`src/logic/wdr_pkg.sv`:
```
package wdr_pkg;

    // System clock and the internal low-speed oscillator it stands in for.
    localparam int unsigned CLK_HZ = 100_000_000;
    localparam int unsigned LS_OSC_FREQ_HZ = 264_000;
    // One low-speed period in system cycles, rounded down so the watchdog never runs slow.
    localparam int unsigned LS_TICK_CYCLES = CLK_HZ / LS_OSC_FREQ_HZ;

    // Register map.
    localparam logic [15:0] CLEAR_KEY_ADDR = 16'hff99;
    localparam logic [15:0] RESET_CAUSE_ADDR = 16'hff41;

    // Clear-key values.
    localparam logic [7:0] KEY_VALID = 8'hac;
    localparam logic [7:0] KEY_READ_ENABLED = 8'h9a;
    localparam logic [7:0] KEY_READ_DISABLED = 8'h1a;

    // Option-byte field positions.
    localparam int unsigned OPT_WIN_LSB = 5;
    localparam int unsigned OPT_EN_BIT = 4;
    localparam int unsigned OPT_OVF_LSB = 1;
    localparam logic [7:0] OPT_RESET = 8'h00;

    // Counter geometry: periods run from 2^10 to 2^17 low-speed cycles.
    localparam int unsigned CNT_W = 17;
    localparam logic [2:0] OVF_SEL_MAX = 3'h7;

    // Position of the watchdog cause flag in the reset-cause register.
    localparam int unsigned CAUSE_DOG_BIT = 4;

    // Memory map used by the illegal-access check.
    localparam logic [15:0] EXEMPT_BASE = 16'hfb00;
    localparam int unsigned CODE_UNIT_SHIFT = 12;
    localparam int unsigned RAM_UNIT_SHIFT = 8;

    // Length of the internal reset request in system cycles.
    localparam int unsigned RESET_HOLD_CYCLES = 16;

    typedef enum logic [1:0] {
        WDR_LOAD,
        WDR_RUN,
        WDR_HOLD
    } wdr_state_t;

endpackage

```
`src/logic/wdr_tick_div.sv`:
```
`timescale 1ns/1ns
module wdr_tick_div #(
    parameter int unsigned DIV = 378
) (
    // Clock and reset.
    input wire logic clk_in,
    input wire logic rst_n_in,
    // Oscillator running; a stopped oscillator freezes the divider.
    input wire logic run_in,
    // One-cycle pulse per low-speed period.
    output logic tick_out
);
    logic [$clog2(DIV+1)-1:0] cnt_r;
    localparam logic [$clog2(DIV+1)-1:0] LAST = ($clog2(DIV+1))'(DIV - 1);

    always_ff @(posedge clk_in or negedge rst_n_in) begin
        if (!rst_n_in) begin
            cnt_r <= '0;
        end else if (run_in) begin
            if (cnt_r == LAST) begin
                cnt_r <= '0;
            end else begin
                cnt_r <= cnt_r + 1'b1;
            end
        end
    end

    assign tick_out = run_in && (cnt_r == LAST);
endmodule

```
`src/logic/wdr_addr_check.sv`:
```
`timescale 1ns/1ns
module wdr_addr_check
    import wdr_pkg::*;
(
    // Memory size settings.
    input wire logic [7:0] imem_size_in,
    input wire logic [7:0] xmem_size_in,
    // Core accesses.
    input wire logic fetch_valid_in,
    input wire logic [15:0] fetch_addr_in,
    input wire logic data_valid_in,
    input wire logic [15:0] data_addr_in,
    // Fault flags, combinational.
    output logic fetch_fault_out,
    output logic data_fault_out
);
    logic [16:0] code_limit;
    logic [15:0] ram_base;

    // Code space grows from zero in 4 KB units from both size settings; internal
    // RAM grows down from the exempt top range in 256-byte units.
    always_comb begin
        code_limit = 17'({5'h0, imem_size_in[3:0]} + {5'h0, xmem_size_in[3:0]})
            << CODE_UNIT_SHIFT;
        ram_base = EXEMPT_BASE - (16'({4'h0, imem_size_in[7:4]}) << RAM_UNIT_SHIFT);
    end

    assign fetch_fault_out = fetch_valid_in && ({1'b0, fetch_addr_in} >= code_limit);
    assign data_fault_out = data_valid_in && ({1'b0, data_addr_in} >= code_limit)
        && (data_addr_in < ram_base) && (data_addr_in < EXEMPT_BASE);
endmodule

```
`src/logic/wdr_top.sv`:
```
`timescale 1ns/1ns
// How it works
// - The watchdog counter advances only on low-speed oscillator ticks.
// - Overflow before a valid clear raises the internal reset.
// - A single-bit access to the clear-key register raises the internal reset.
// - Writing any byte but the valid key raises the internal reset.
// - A key write during the closed window raises the internal reset.
// - An instruction fetch outside enabled memory raises the internal reset.
// - A data access outside enabled memory, top range exempt, raises reset.
// - A watchdog reset sets bit 4 of the reset-cause register.
// - Option byte gives window select, enable and overflow select fields.
// - The valid key clears the counter to zero and counting restarts.
// - Clear-key reset value follows the enable option bit.
// - Reading the clear-key register returns that reset value, never the key.
// - Key faults while the oscillator stops wait and fire on resumption.
// - Overflow select picks 2^10 to 2^17 low-speed cycles, ascending.
// - Window select gives 25, 50, 75 or 100 percent open, ascending.
// - The first key write after release clears regardless of window.
// - Enable option starts counting and access checks; otherwise both stay off.
module wdr_top
    import wdr_pkg::*;
#(
    parameter int unsigned LS_DIV = LS_TICK_CYCLES,
    parameter int unsigned HOLD = RESET_HOLD_CYCLES
) (
    // Clock and reset.
    input wire logic clk_in,
    input wire logic reset_n_in,
    // Option byte and oscillator status.
    input wire logic [7:0] opt_byte_in,
    input wire logic ls_osc_run_in,
    // Register port.
    input wire logic [15:0] reg_addr_in,
    input wire logic [7:0] reg_wr_data_in,
    input wire logic reg_wr_in,
    input wire logic reg_rd_in,
    input wire logic reg_bit_op_in,
    output logic [7:0] reg_rd_data_out,
    // Memory size settings and core accesses.
    input wire logic [7:0] imem_size_in,
    input wire logic [7:0] xmem_size_in,
    input wire logic fetch_valid_in,
    input wire logic [15:0] fetch_addr_in,
    input wire logic data_valid_in,
    input wire logic [15:0] data_addr_in,
    // Status and reset request.
    output logic wdt_reset_req_out,
    output logic dog_reset_cause_flag_out,
    output logic window_open_out
);
    logic rst_meta_r;
    logic rst_sync_r;
    logic rst_n;

    wdr_state_t state_r;
    logic [7:0] opt_r;
    logic [CNT_W-1:0] cnt_r;
    logic first_write_r;
    logic pend_r;
    logic [$clog2(HOLD+1)-1:0] hold_r;
    logic cause_r;
    logic [7:0] rd_data_r;

    logic ls_tick;
    logic fetch_fault;
    logic data_fault;

    logic counter_enable_option;
    logic [1:0] open_period_select;
    logic [2:0] overflow_time_select;
    logic [CNT_W-1:0] cnt_last;
    logic [CNT_W-1:0] quarter;
    logic [CNT_W-1:0] closed_end;
    logic window_open;
    logic key_hit_wr;
    logic bit_op_hit;
    logic bad_key;
    logic closed_write;
    logic good_clear;
    logic key_fault;
    logic overflow;
    logic access_fault;
    logic fire;
    logic running;

    localparam logic [$clog2(HOLD+1)-1:0] HOLD_LAST = ($clog2(HOLD+1))'(HOLD - 1);

    // Reset release passes through two flops; the async assert stays immediate.
    always_ff @(posedge clk_in or negedge reset_n_in) begin
        if (!reset_n_in) begin
            rst_meta_r <= 1'b0;
            rst_sync_r <= 1'b0;
        end else begin
            rst_meta_r <= 1'b1;
            rst_sync_r <= rst_meta_r;
        end
    end
    assign rst_n = rst_sync_r;

    // The counter is advanced only by this tick, never by the core clocking.
    wdr_tick_div #(
        .DIV(LS_DIV)
    ) u_tick (
        .clk_in(clk_in),
        .rst_n_in(rst_n),
        .run_in(ls_osc_run_in),
        .tick_out(ls_tick)
    );

    wdr_addr_check u_check (
        .imem_size_in(imem_size_in),
        .xmem_size_in(xmem_size_in),
        .fetch_valid_in(fetch_valid_in),
        .fetch_addr_in(fetch_addr_in),
        .data_valid_in(data_valid_in),
        .data_addr_in(data_addr_in),
        .fetch_fault_out(fetch_fault),
        .data_fault_out(data_fault)
    );

    // Option fields come from the byte latched at release.
    assign counter_enable_option = opt_r[OPT_EN_BIT];
    assign open_period_select = opt_r[OPT_WIN_LSB +: 2];
    assign overflow_time_select = opt_r[OPT_OVF_LSB +: 3];
    assign running = (state_r == WDR_RUN);

    always_comb begin
        // Last count before overflow is 2^(10+sel)-1.
        cnt_last = {CNT_W{1'b1}} >> (OVF_SEL_MAX - overflow_time_select);
        quarter = (cnt_last >> 2) + 1'b1;
        // Closed part covers the leading quarters; the open tail is the chosen share.
        case (open_period_select)
            2'h0: closed_end = CNT_W'({quarter, 1'b0} + {1'b0, quarter});
            2'h1: closed_end = CNT_W'({quarter, 1'b0});
            2'h2: closed_end = quarter;
            default: closed_end = '0;
        endcase
    end

    // The first clear after release skips the window check.
    assign window_open = first_write_r || (cnt_r >= closed_end);

    assign key_hit_wr = running && reg_wr_in && (reg_addr_in == CLEAR_KEY_ADDR);
    // Set, clear or test of one bit shows up as a strobe with the bit flag high.
    assign bit_op_hit = running && (reg_wr_in || reg_rd_in) && reg_bit_op_in
        && (reg_addr_in == CLEAR_KEY_ADDR);
    assign bad_key = key_hit_wr && (reg_wr_data_in != KEY_VALID);
    assign closed_write = key_hit_wr && counter_enable_option && !window_open
        && (reg_wr_data_in == KEY_VALID);
    assign good_clear = key_hit_wr && !reg_bit_op_in && (reg_wr_data_in == KEY_VALID)
        && !closed_write;
    assign key_fault = bit_op_hit || bad_key || closed_write;

    assign overflow = running && counter_enable_option && ls_tick
        && (cnt_r == cnt_last) && !good_clear;
    assign access_fault = running && counter_enable_option
        && (fetch_fault || data_fault);

    // Key faults wait for a running oscillator; everything else fires at once.
    assign fire = overflow || access_fault
        || ((key_fault || pend_r) && ls_osc_run_in);

    // Sequencing: latch options, run, then hold the reset request for a while.
    always_ff @(posedge clk_in or negedge rst_n) begin
        if (!rst_n) begin
            state_r <= WDR_LOAD;
        end else begin
            case (state_r)
                WDR_LOAD: state_r <= WDR_RUN;
                WDR_RUN: begin
                    if (fire) begin
                        state_r <= WDR_HOLD;
                    end
                end
                WDR_HOLD: begin
                    if (hold_r == HOLD_LAST) begin
                        state_r <= WDR_RUN;
                    end
                end
                default: state_r <= WDR_LOAD;
            endcase
        end
    end

    // The option byte is a strap, so it is caught by the clock after release.
    always_ff @(posedge clk_in or negedge rst_n) begin
        if (!rst_n) begin
            opt_r <= OPT_RESET;
        end else if (state_r == WDR_LOAD) begin
            opt_r <= opt_byte_in;
        end
    end

    // Counter: off unless enabled, zeroed by a clear or by the watchdog reset.
    always_ff @(posedge clk_in or negedge rst_n) begin
        if (!rst_n) begin
            cnt_r <= '0;
        end else if (!running || good_clear) begin
            cnt_r <= '0;
        end else if (counter_enable_option && ls_tick) begin
            cnt_r <= cnt_r + 1'b1;
        end
    end

    always_ff @(posedge clk_in or negedge rst_n) begin
        if (!rst_n) begin
            first_write_r <= 1'b1;
        end else if (!running) begin
            first_write_r <= 1'b1;
        end else if (key_hit_wr) begin
            first_write_r <= 1'b0;
        end
    end

    // Pending fault from a stopped oscillator.
    always_ff @(posedge clk_in or negedge rst_n) begin
        if (!rst_n) begin
            pend_r <= 1'b0;
        end else if (!running) begin
            pend_r <= 1'b0;
        end else if (key_fault && !ls_osc_run_in) begin
            pend_r <= 1'b1;
        end
    end

    always_ff @(posedge clk_in or negedge rst_n) begin
        if (!rst_n) begin
            hold_r <= '0;
        end else if (state_r == WDR_HOLD) begin
            hold_r <= hold_r + 1'b1;
        end else begin
            hold_r <= '0;
        end
    end

    // The cause flag survives the watchdog reset itself; only the external reset
    // or a read of the cause register clears it, and a new cause wins the tie.
    always_ff @(posedge clk_in or negedge rst_n) begin
        if (!rst_n) begin
            cause_r <= 1'b0;
        end else if (running && fire) begin
            cause_r <= 1'b1;
        end else if (reg_rd_in && (reg_addr_in == RESET_CAUSE_ADDR)) begin
            cause_r <= 1'b0;
        end
    end

    // Read data stands for exactly one cycle after the strobe.
    always_ff @(posedge clk_in or negedge rst_n) begin
        if (!rst_n) begin
            rd_data_r <= 8'h00;
        end else if (reg_rd_in && (reg_addr_in == CLEAR_KEY_ADDR)) begin
            rd_data_r <= counter_enable_option ? KEY_READ_ENABLED
                : KEY_READ_DISABLED;
        end else if (reg_rd_in && (reg_addr_in == RESET_CAUSE_ADDR)) begin
            rd_data_r <= 8'(cause_r) << CAUSE_DOG_BIT;
        end else begin
            rd_data_r <= 8'h00;
        end
    end

    assign reg_rd_data_out = rd_data_r;
    assign wdt_reset_req_out = (state_r == WDR_HOLD);
    assign dog_reset_cause_flag_out = cause_r;
    assign window_open_out = running && counter_enable_option && window_open;
endmodule

```
`config.mk`:
```
export PLATFORM = sky130hd
export DESIGN_NAME = wdr_top
export DESIGN_NICKNAME = d
export VERILOG_FILES = /design/src/logic/wdr_pkg.sv /design/src/logic/wdr_tick_div.sv /design/src/logic/wdr_addr_check.sv /design/src/logic/wdr_top.sv
export SDC_FILE = /design/constraint.sdc
export NUM_CORES = 1
export LEC_CHECK = 0
export ABC_AREA = 1
export BUFFER_PORTS_ARGS = -buffer_cell sky130_fd_sc_hd__clkbuf_2
export CAP_MARGIN = 15
export CORE_MARGIN = 2
export CORE_UTILIZATION = 42
export DETAILED_ROUTE_END_ITERATION = 16
export PLACE_DENSITY = 0.75
export RECOVER_POWER = 25
export SLEW_MARGIN = 40
export SYNTH_ARGS = -nofsm -noshare
export SYNTH_HDL_FRONTEND = slang
export SYNTH_SLANG_ARGS = --single-unit
```
`constraint.sdc`:
```
create_clock -name clk_in -period 9.86 [get_ports clk_in]
set_input_delay 1.479 -clock clk_in [delete_from_list [all_inputs] [get_ports clk_in]]
set_output_delay 1.479 -clock clk_in [all_outputs]
set_load 0.005 [all_outputs]
```
# After elaboration in Yosys (flattened, before gate mapping)

Index checks and enable logic that the tools add are counted.
W data, S select, Z words.

$add $sub $neg: 8
$lt $le $gt $ge: 5
Equal/unequal tests: 15
Shift-type cells: 1
Muxes and demuxes: 17
Reduce and logical (&&, ||, !) cells: 49

Operators with widths:

| kind                     | number |
|---|---|
| $pmux W17 S3             | 1 |
| $ge A16 B17 Y1           | 2 |
| $mux W17                 | 2 |
| $eq A16 B16 Y1 const B   | 2 |
| $logic_and A1 B1 Y1      | 29 |
| $add A17 B1 Y17 const B  | 1 |
| $add A17 B16 Y17         | 1 |
| $eq A17 B17 Y1           | 1 |
| $ge A17 B17 Y1           | 1 |
| $shr A17 B3 Y17 const A  | 1 |
| $add A15 B1 Y16 const B  | 1 |
| $lt A16 B16 Y1           | 1 |
| $lt A16 B16 Y1 const B   | 1 |
| $mux W8                  | 2 |
| $sub A12 B13 Y14 const A | 1 |
| $mux W5                  | 2 |
| $add A9 B1 Y9 const B    | 1 |
| $eq A9 B9 Y1 const B     | 1 |
| $logic_or A1 B1 Y1       | 9 |
| $mux W9                  | 1 |
| $eq A8 B8 Y1 const B     | 1 |
| $ne A8 B8 Y1 const B     | 1 |
| $logic_not A1 Y1         | 6 |
| $mux W1                  | 6 |
| other kinds (13)         | 20 |

Register bits: 53
Input bits: 88
Output and inout port bits: 11

# Logic depth before layout (Yosys ltp)

Depth after elaboration: 18
Gate-level depth with buffers: 29
Depth with buffers taken out: 28

# Hierarchy

A second synthesis with hierarchy kept.

Cells, all modules: 530
Area total of the unflattened synthesis: 3763.6 um^2

By module, submodules not included:

| module         | times used | cells an instance | area each (um^2) | seq. area each (um^2) |
|---|---|---|---|---|
| wdr_top        | 1          | 363               | 2658.8           | 952.2 |
| wdr_addr_check | 1          | 94                | 578.1            | 0.0 |
| wdr_tick_div   | 1          | 73                | 526.8            | 225.2 |

# Worst setup path after synthesis

No wires, ideal clock.

Kind: flip-flop to output port
From: register opt_r[3]
To: output window_open_out
Arrival: 2835 ps
Slack: 5546 ps
Cell stages (with the launch flop): 23
Path buffers: 1
Cells stage by stage: dfrtp_1 > buf_2 > inv_1 > nand2_1 > ha_1 > inv_1 > fa_1 > nand2_1 > inv_1 > o21ai_0 > nand2_1 > nand2_1 > nand2_1 > nand2_1 > nand2_1 > o21ai_0 > a21oi_1 > ha_1 > nand2_1 > o21ba_2 > nand2_1 > inv_1 > nor2_1

Word-level cells in the longest chain between the ends: 8

RTL lines:

| what                    | RTL line       | source |
|---|---|---|
| from (decl)             | wdr_top.sv:56  | `logic [7:0] opt_r;` |
| from (signal assigned)  | wdr_top.sv:190 | `opt_r <= opt_byte_in;` |
| $sub A3 B3 Y3 (*)       | wdr_top.sv:129 | `cnt_last = {CNT_W{1'b1}} >> (OVF_SEL_MAX - overflow_time_select);` |
| $shr A17 B3 Y17 (*)     | wdr_top.sv:129 |  |
| $add A15 B1 Y16 (*)     | wdr_top.sv:130 | `quarter = (cnt_last >> 2) + 1'b1;` |
| $add A17 B16 Y17        | wdr_top.sv:133 | `2'h0: closed_end = CNT_W'({quarter, 1'b0} + {1'b0, quarter});` |
| $pmux W17 S3 (*)        | wdr_top.sv:132 | `case (open_period_select)` |
| $ge A17 B17 Y1 (*)      | wdr_top.sv:141 | `assign window_open = first_write_r \|\| (cnt_r >= closed_end);` |
| $logic_or A1 B1 Y1 (*)  | wdr_top.sv:141 |  |
| $logic_and A1 B1 Y1 (*) | wdr_top.sv:265 | `assign window_open_out = running && counter_enable_option && window_open;` |
| to (decl)               | wdr_top.sv:49  | `output logic window_open_out` |

Mark *: on every way between the ends. The rest lies on a longest branch, timed or not.

# Worst setup path after layout

Ends and elaborated chain as after synthesis.

==> tab_implementation.tex <==
\begin{tabular}{lr}
\hline
Metric & Value \\
\hline
\multicolumn{2}{l}{\textbf{Floorplan}} \\
Number of core rows & 35 \\
Placeable Area & 9110 µm² \\
Initial Utilization & 0.425 \\
Floorplan die area & 10,000 µm² \\
I/O pins & 99 \\
Die Y & 100 µm \\
Die Wd & 100 µm \\
\multicolumn{2}{l}{\textbf{Power}} \\
Standby leakage power & 0.00240 µW \\
Power density over the cells & 168 nW/µm² \\
Worst IR Drop VDD & 0.0807 mV \\
Power, Total & 752 µW \\
\multicolumn{2}{l}{\textbf{Synth}} \\
Gate Count Post-Synth & 535 \\
Cell with the most instances after synthesis & nand2\_1 \\
Number of distinct library cells after synthesis & 46 \\
YS warnings & 0 \\
Post-synthesis async set-or-reset flop share & 1.00 \\
Post-synth top flop & dfrtp\_1 \\
EDFF count, synth & 0 \\
Share of the synthesized area in the top cell type & 0.297 \\
Post-Syn Area per Cell & 7.24 µm² \\
Most common library cells after synthesis & 130 x nand2\_1, 72 x nor2\_1, 70 x inv\_1 \\
Area leader, netlist & dfrtp\_1 \\
Cell types occupying the most area after synthesis & dfrtp\_1 30\%, nand2\_1 13\%, ha\_1 12\% \\
Sequential-to-total area share from yosys stat & 0.304 \\
Count of state elements after synthesis & 47 \\
Post-Syn Area & 3870 µm² \\
\multicolumn{2}{l}{\textbf{Global route}} \\
Largest net degree at the start of global routing & 46 \\
Initial antenna violation count & 0 \\
Global-route usage over all layers & 0.189 \\
Grt total ovfl & 0 \\
Wire length of the first global-routing pass & 15,500 µm \\
Number of global-route vias before repair & 3,550 \\
\multicolumn{2}{l}{\textbf{Critical path}} \\
Kind of launch point of the worst setup path & flip-flop \\
Cells along the critical path & nor2\_2 > nand2\_1 > inv\_2 > ha\_1 > inv\_1 > fa\_1 > nand2\_1 > inv\_1 > o21ai\_0 > nand2\_1 > nand2\_1 > nand2\_1 > nand2\_1 > nand2\_1 > o21ai\_0 > a21oi\_1 > ha\_1 > nand2\_1 > o21ba\_2 > nand2\_1 > inv\_1 > nor2\_1 > clkbuf\_2 \\
Worst-path fanout max & 7 \\
Data required time at the worst endpoint & 8.38 ns \\
Worst path top cell family by delay & adder cells \\
Worst-path cell with the longest stage delay & dfrtp\_1 \\
Slowest cell delay on critical path & 0.50 ns \\
Worst Setup End Kind & primary output \\
Crit path DAT & 3.59 ns \\
Cell repeated most along the worst path & nand2\_1 \\
Buf+Inv Stages, Crit Path & 5 \\
Critical path class & reg2out \\
\multicolumn{2}{l}{\textbf{Clock network}} \\
Clock root buffer & clkbuf\_8 \\
CTS max path bufs & 2 \\
Total clock sinks & 47 \\
Hold-fix buffer count after cts & 0 \\
Number of post-CTS setup repair buffers & 0 \\
Clock edge transition at the registers on the reported setup and hold paths & 0.10 ns \\
H-Tree Level Count & 2 \\
Clock tree from TritonCTS & done \\
Cts bufs inserted & 5 \\
Source-to-sink clock delay at the later pin of the worst-skew pair & 0.31 ns \\
PostCTS Resize Cnt & 0 \\
\multicolumn{2}{l}{\textbf{Run status}} \\
Violations in the final reports & max-capacitance violations, max-slew violations \\
Outcome & complete, but fails checks \\
\multicolumn{2}{l}{\textbf{Run}} \\
Maximum capacitance violations & 1 \\
\multicolumn{2}{l}{\textbf{Drt}} \\
Residual DRC count & 0 \\
Detailed router's first-iteration violation count & 173 \\
Routed wire per std cell & 12.1 µm \\
Average via count per standard cell & 4.94 \\
Vias & 3,625 \\
Total Routed Length & 8890 µm \\
Antenna-violating nets left & 0 \\
Iteration count of the initial detailed-routing pass & 4 \\
\multicolumn{2}{l}{\textbf{Worst hold path}} \\
Hold Path Class & reg2reg \\
\multicolumn{2}{l}{\textbf{Placed design}} \\
Half-perimeter wire length after placement & 7330 µm \\
Placer congestion estimate & 0.880 \\
Port Buf Inserts & 88 \\
\multicolumn{2}{l}{\textbf{Timing}} \\
Final period utilization & 0.515 \\
Worst Max-Slew Pin Slew & 1.79 ns \\
Period minus WS final & 5.07 ns \\
Fmax achieved & 197 MHz \\
Fin Setup TNS & 0 ns \\
Unrepaired setup endpoints after global routing & no \\
Slew Limit Fails & 46 \\
Total setup violations reported at the end of the flow & 0 \\
Post-Route Skew & 0.0120 ns \\
Normalized max-slew margin & -0.192 \\
Final Hold Viols & 0 \\
\multicolumn{2}{l}{\textbf{Finish}} \\
Layout overhead on the synthesized area & 15.4\% \\
Diodes inserted & 0 \\
NumNets Final & 750 \\
Fraction of final layout cells with drive strength greater than 1 & 0.213 \\
Core Util, Final & 0.491 \\
Fillers & 918 \\
\hline
\end{tabular}
## through the flow
step / area (µm²) / hold slack (ns) / instances / setup WS, ns
floorplan: 3880 / 0.331 / 538 / 5.55
global placement: 4380 / 0.339 / 726 / 5.16
detailed placement: 4390 / 0.339 / 726 / 5.12
CTS: 4470 / 0.352 / 734 / 4.75
global route: 4470 / 0.380 / 734 / 4.49
finish: 4470 / 0.357 / 734 / 4.79
## state kept, by name, indices dropped and copies added (netlist names)
name and count:
opt_r 6, state_r 2, reg_rd_data_out 3, hold_r 5, rst_n 1, cnt_r 17, first_write_r 1, rst_meta_r 1
pend_r 1, u_tick.cnt_r 9, dog_reset_cause_flag_out 1
## routing by layer
layer	up-vias	wire [µm]	track usage
li1	1880	-	-
met1	1665	3960	0.235
met5	-	0	0
met2	57	4480	0.332
met3	23	247	0.0299
met4	0	196	0.0685
## layout make-up
cell class / count / area (µm²) / share of cell area
timing repair buffer: 88 / 440 / 0.0985
sequential: 47 / 1180 / 0.263
inverter: 72 / 270 / 0.0605
tap: 111 / 139 / 0.0311
clock inverter: 3 / 18.8 / 0.00420
clock buffer: 5 / 68.8 / 0.0154
multi-input combinational: 408 / 2360 / 0.527
## where the power goes
part / switching [µW] / internal, µW
clock: 68.7 / 50.0
sequential: 38.6 / 226
combinational: 232 / 137
## cells in the final DEF, fill, tap and decap left out, types with 3 or more instances in the layout
| master | synthesis | final |
|---|---|---|
| or2_2 | 3 | 3 |
| nand4_1 | 14 | 14 |
| nor3_1 | 12 | 12 |
| dfrtp_1 | 46 | 46 |
| xnor2_1 | 4 | 4 |
| conb_1 | 2 | 5 |
| nand2_1 | 130 | 130 |
| nor2_2 | 15 | 15 |
| clkbuf_2 | 0 | 88 |
| xor2_1 | 15 | 15 |
| o21ai_0 | 23 | 23 |
| nand3_2 | 4 | 4 |
| ha_1 | 38 | 38 |
| a21oi_1 | 22 | 22 |
| nand3_1 | 19 | 19 |
| inv_1 | 70 | 70 |
| clkbuf_8 | 0 | 5 |
| nor2_1 | 72 | 72 |
## final timing paths
kind,cells past startpoint,slack [ns],to,start
setup reg to reg,22,6.16,cnt_r[5],opt_r[3]
hold / removal,0,0.36,rst_n,rst_meta_r
setup / recovery,23,4.79,window_open_out,opt_r[3]
max in group asynchronous,0,8.08,cnt_r[16],rst_n
hold reg to reg,0,0.36,rst_n,rst_meta_r
min in group asynchronous,0,0.75,cnt_r[0],rst_n
## logic make-up (layout without fill, tap and decap cells)
| kind of cell | Yosys count | after routing | share of synthesized area |
|---|---|---|---|
| compound gates | 57 | 57 | 0.0824 |
| xor+xnor | 19 | 19 | 0.0430 |
| fa+ha+maj | 40 | 40 | 0.133 |
| buf+inv | 83 | 168 | 0.0905 |
| flops | 47 | 47 | 0.304 |
| other cells | 2 | 5 | 0.00194 |
| simple gates | 287 | 287 | 0.345 |
Power figures use the tool's default switching activity.
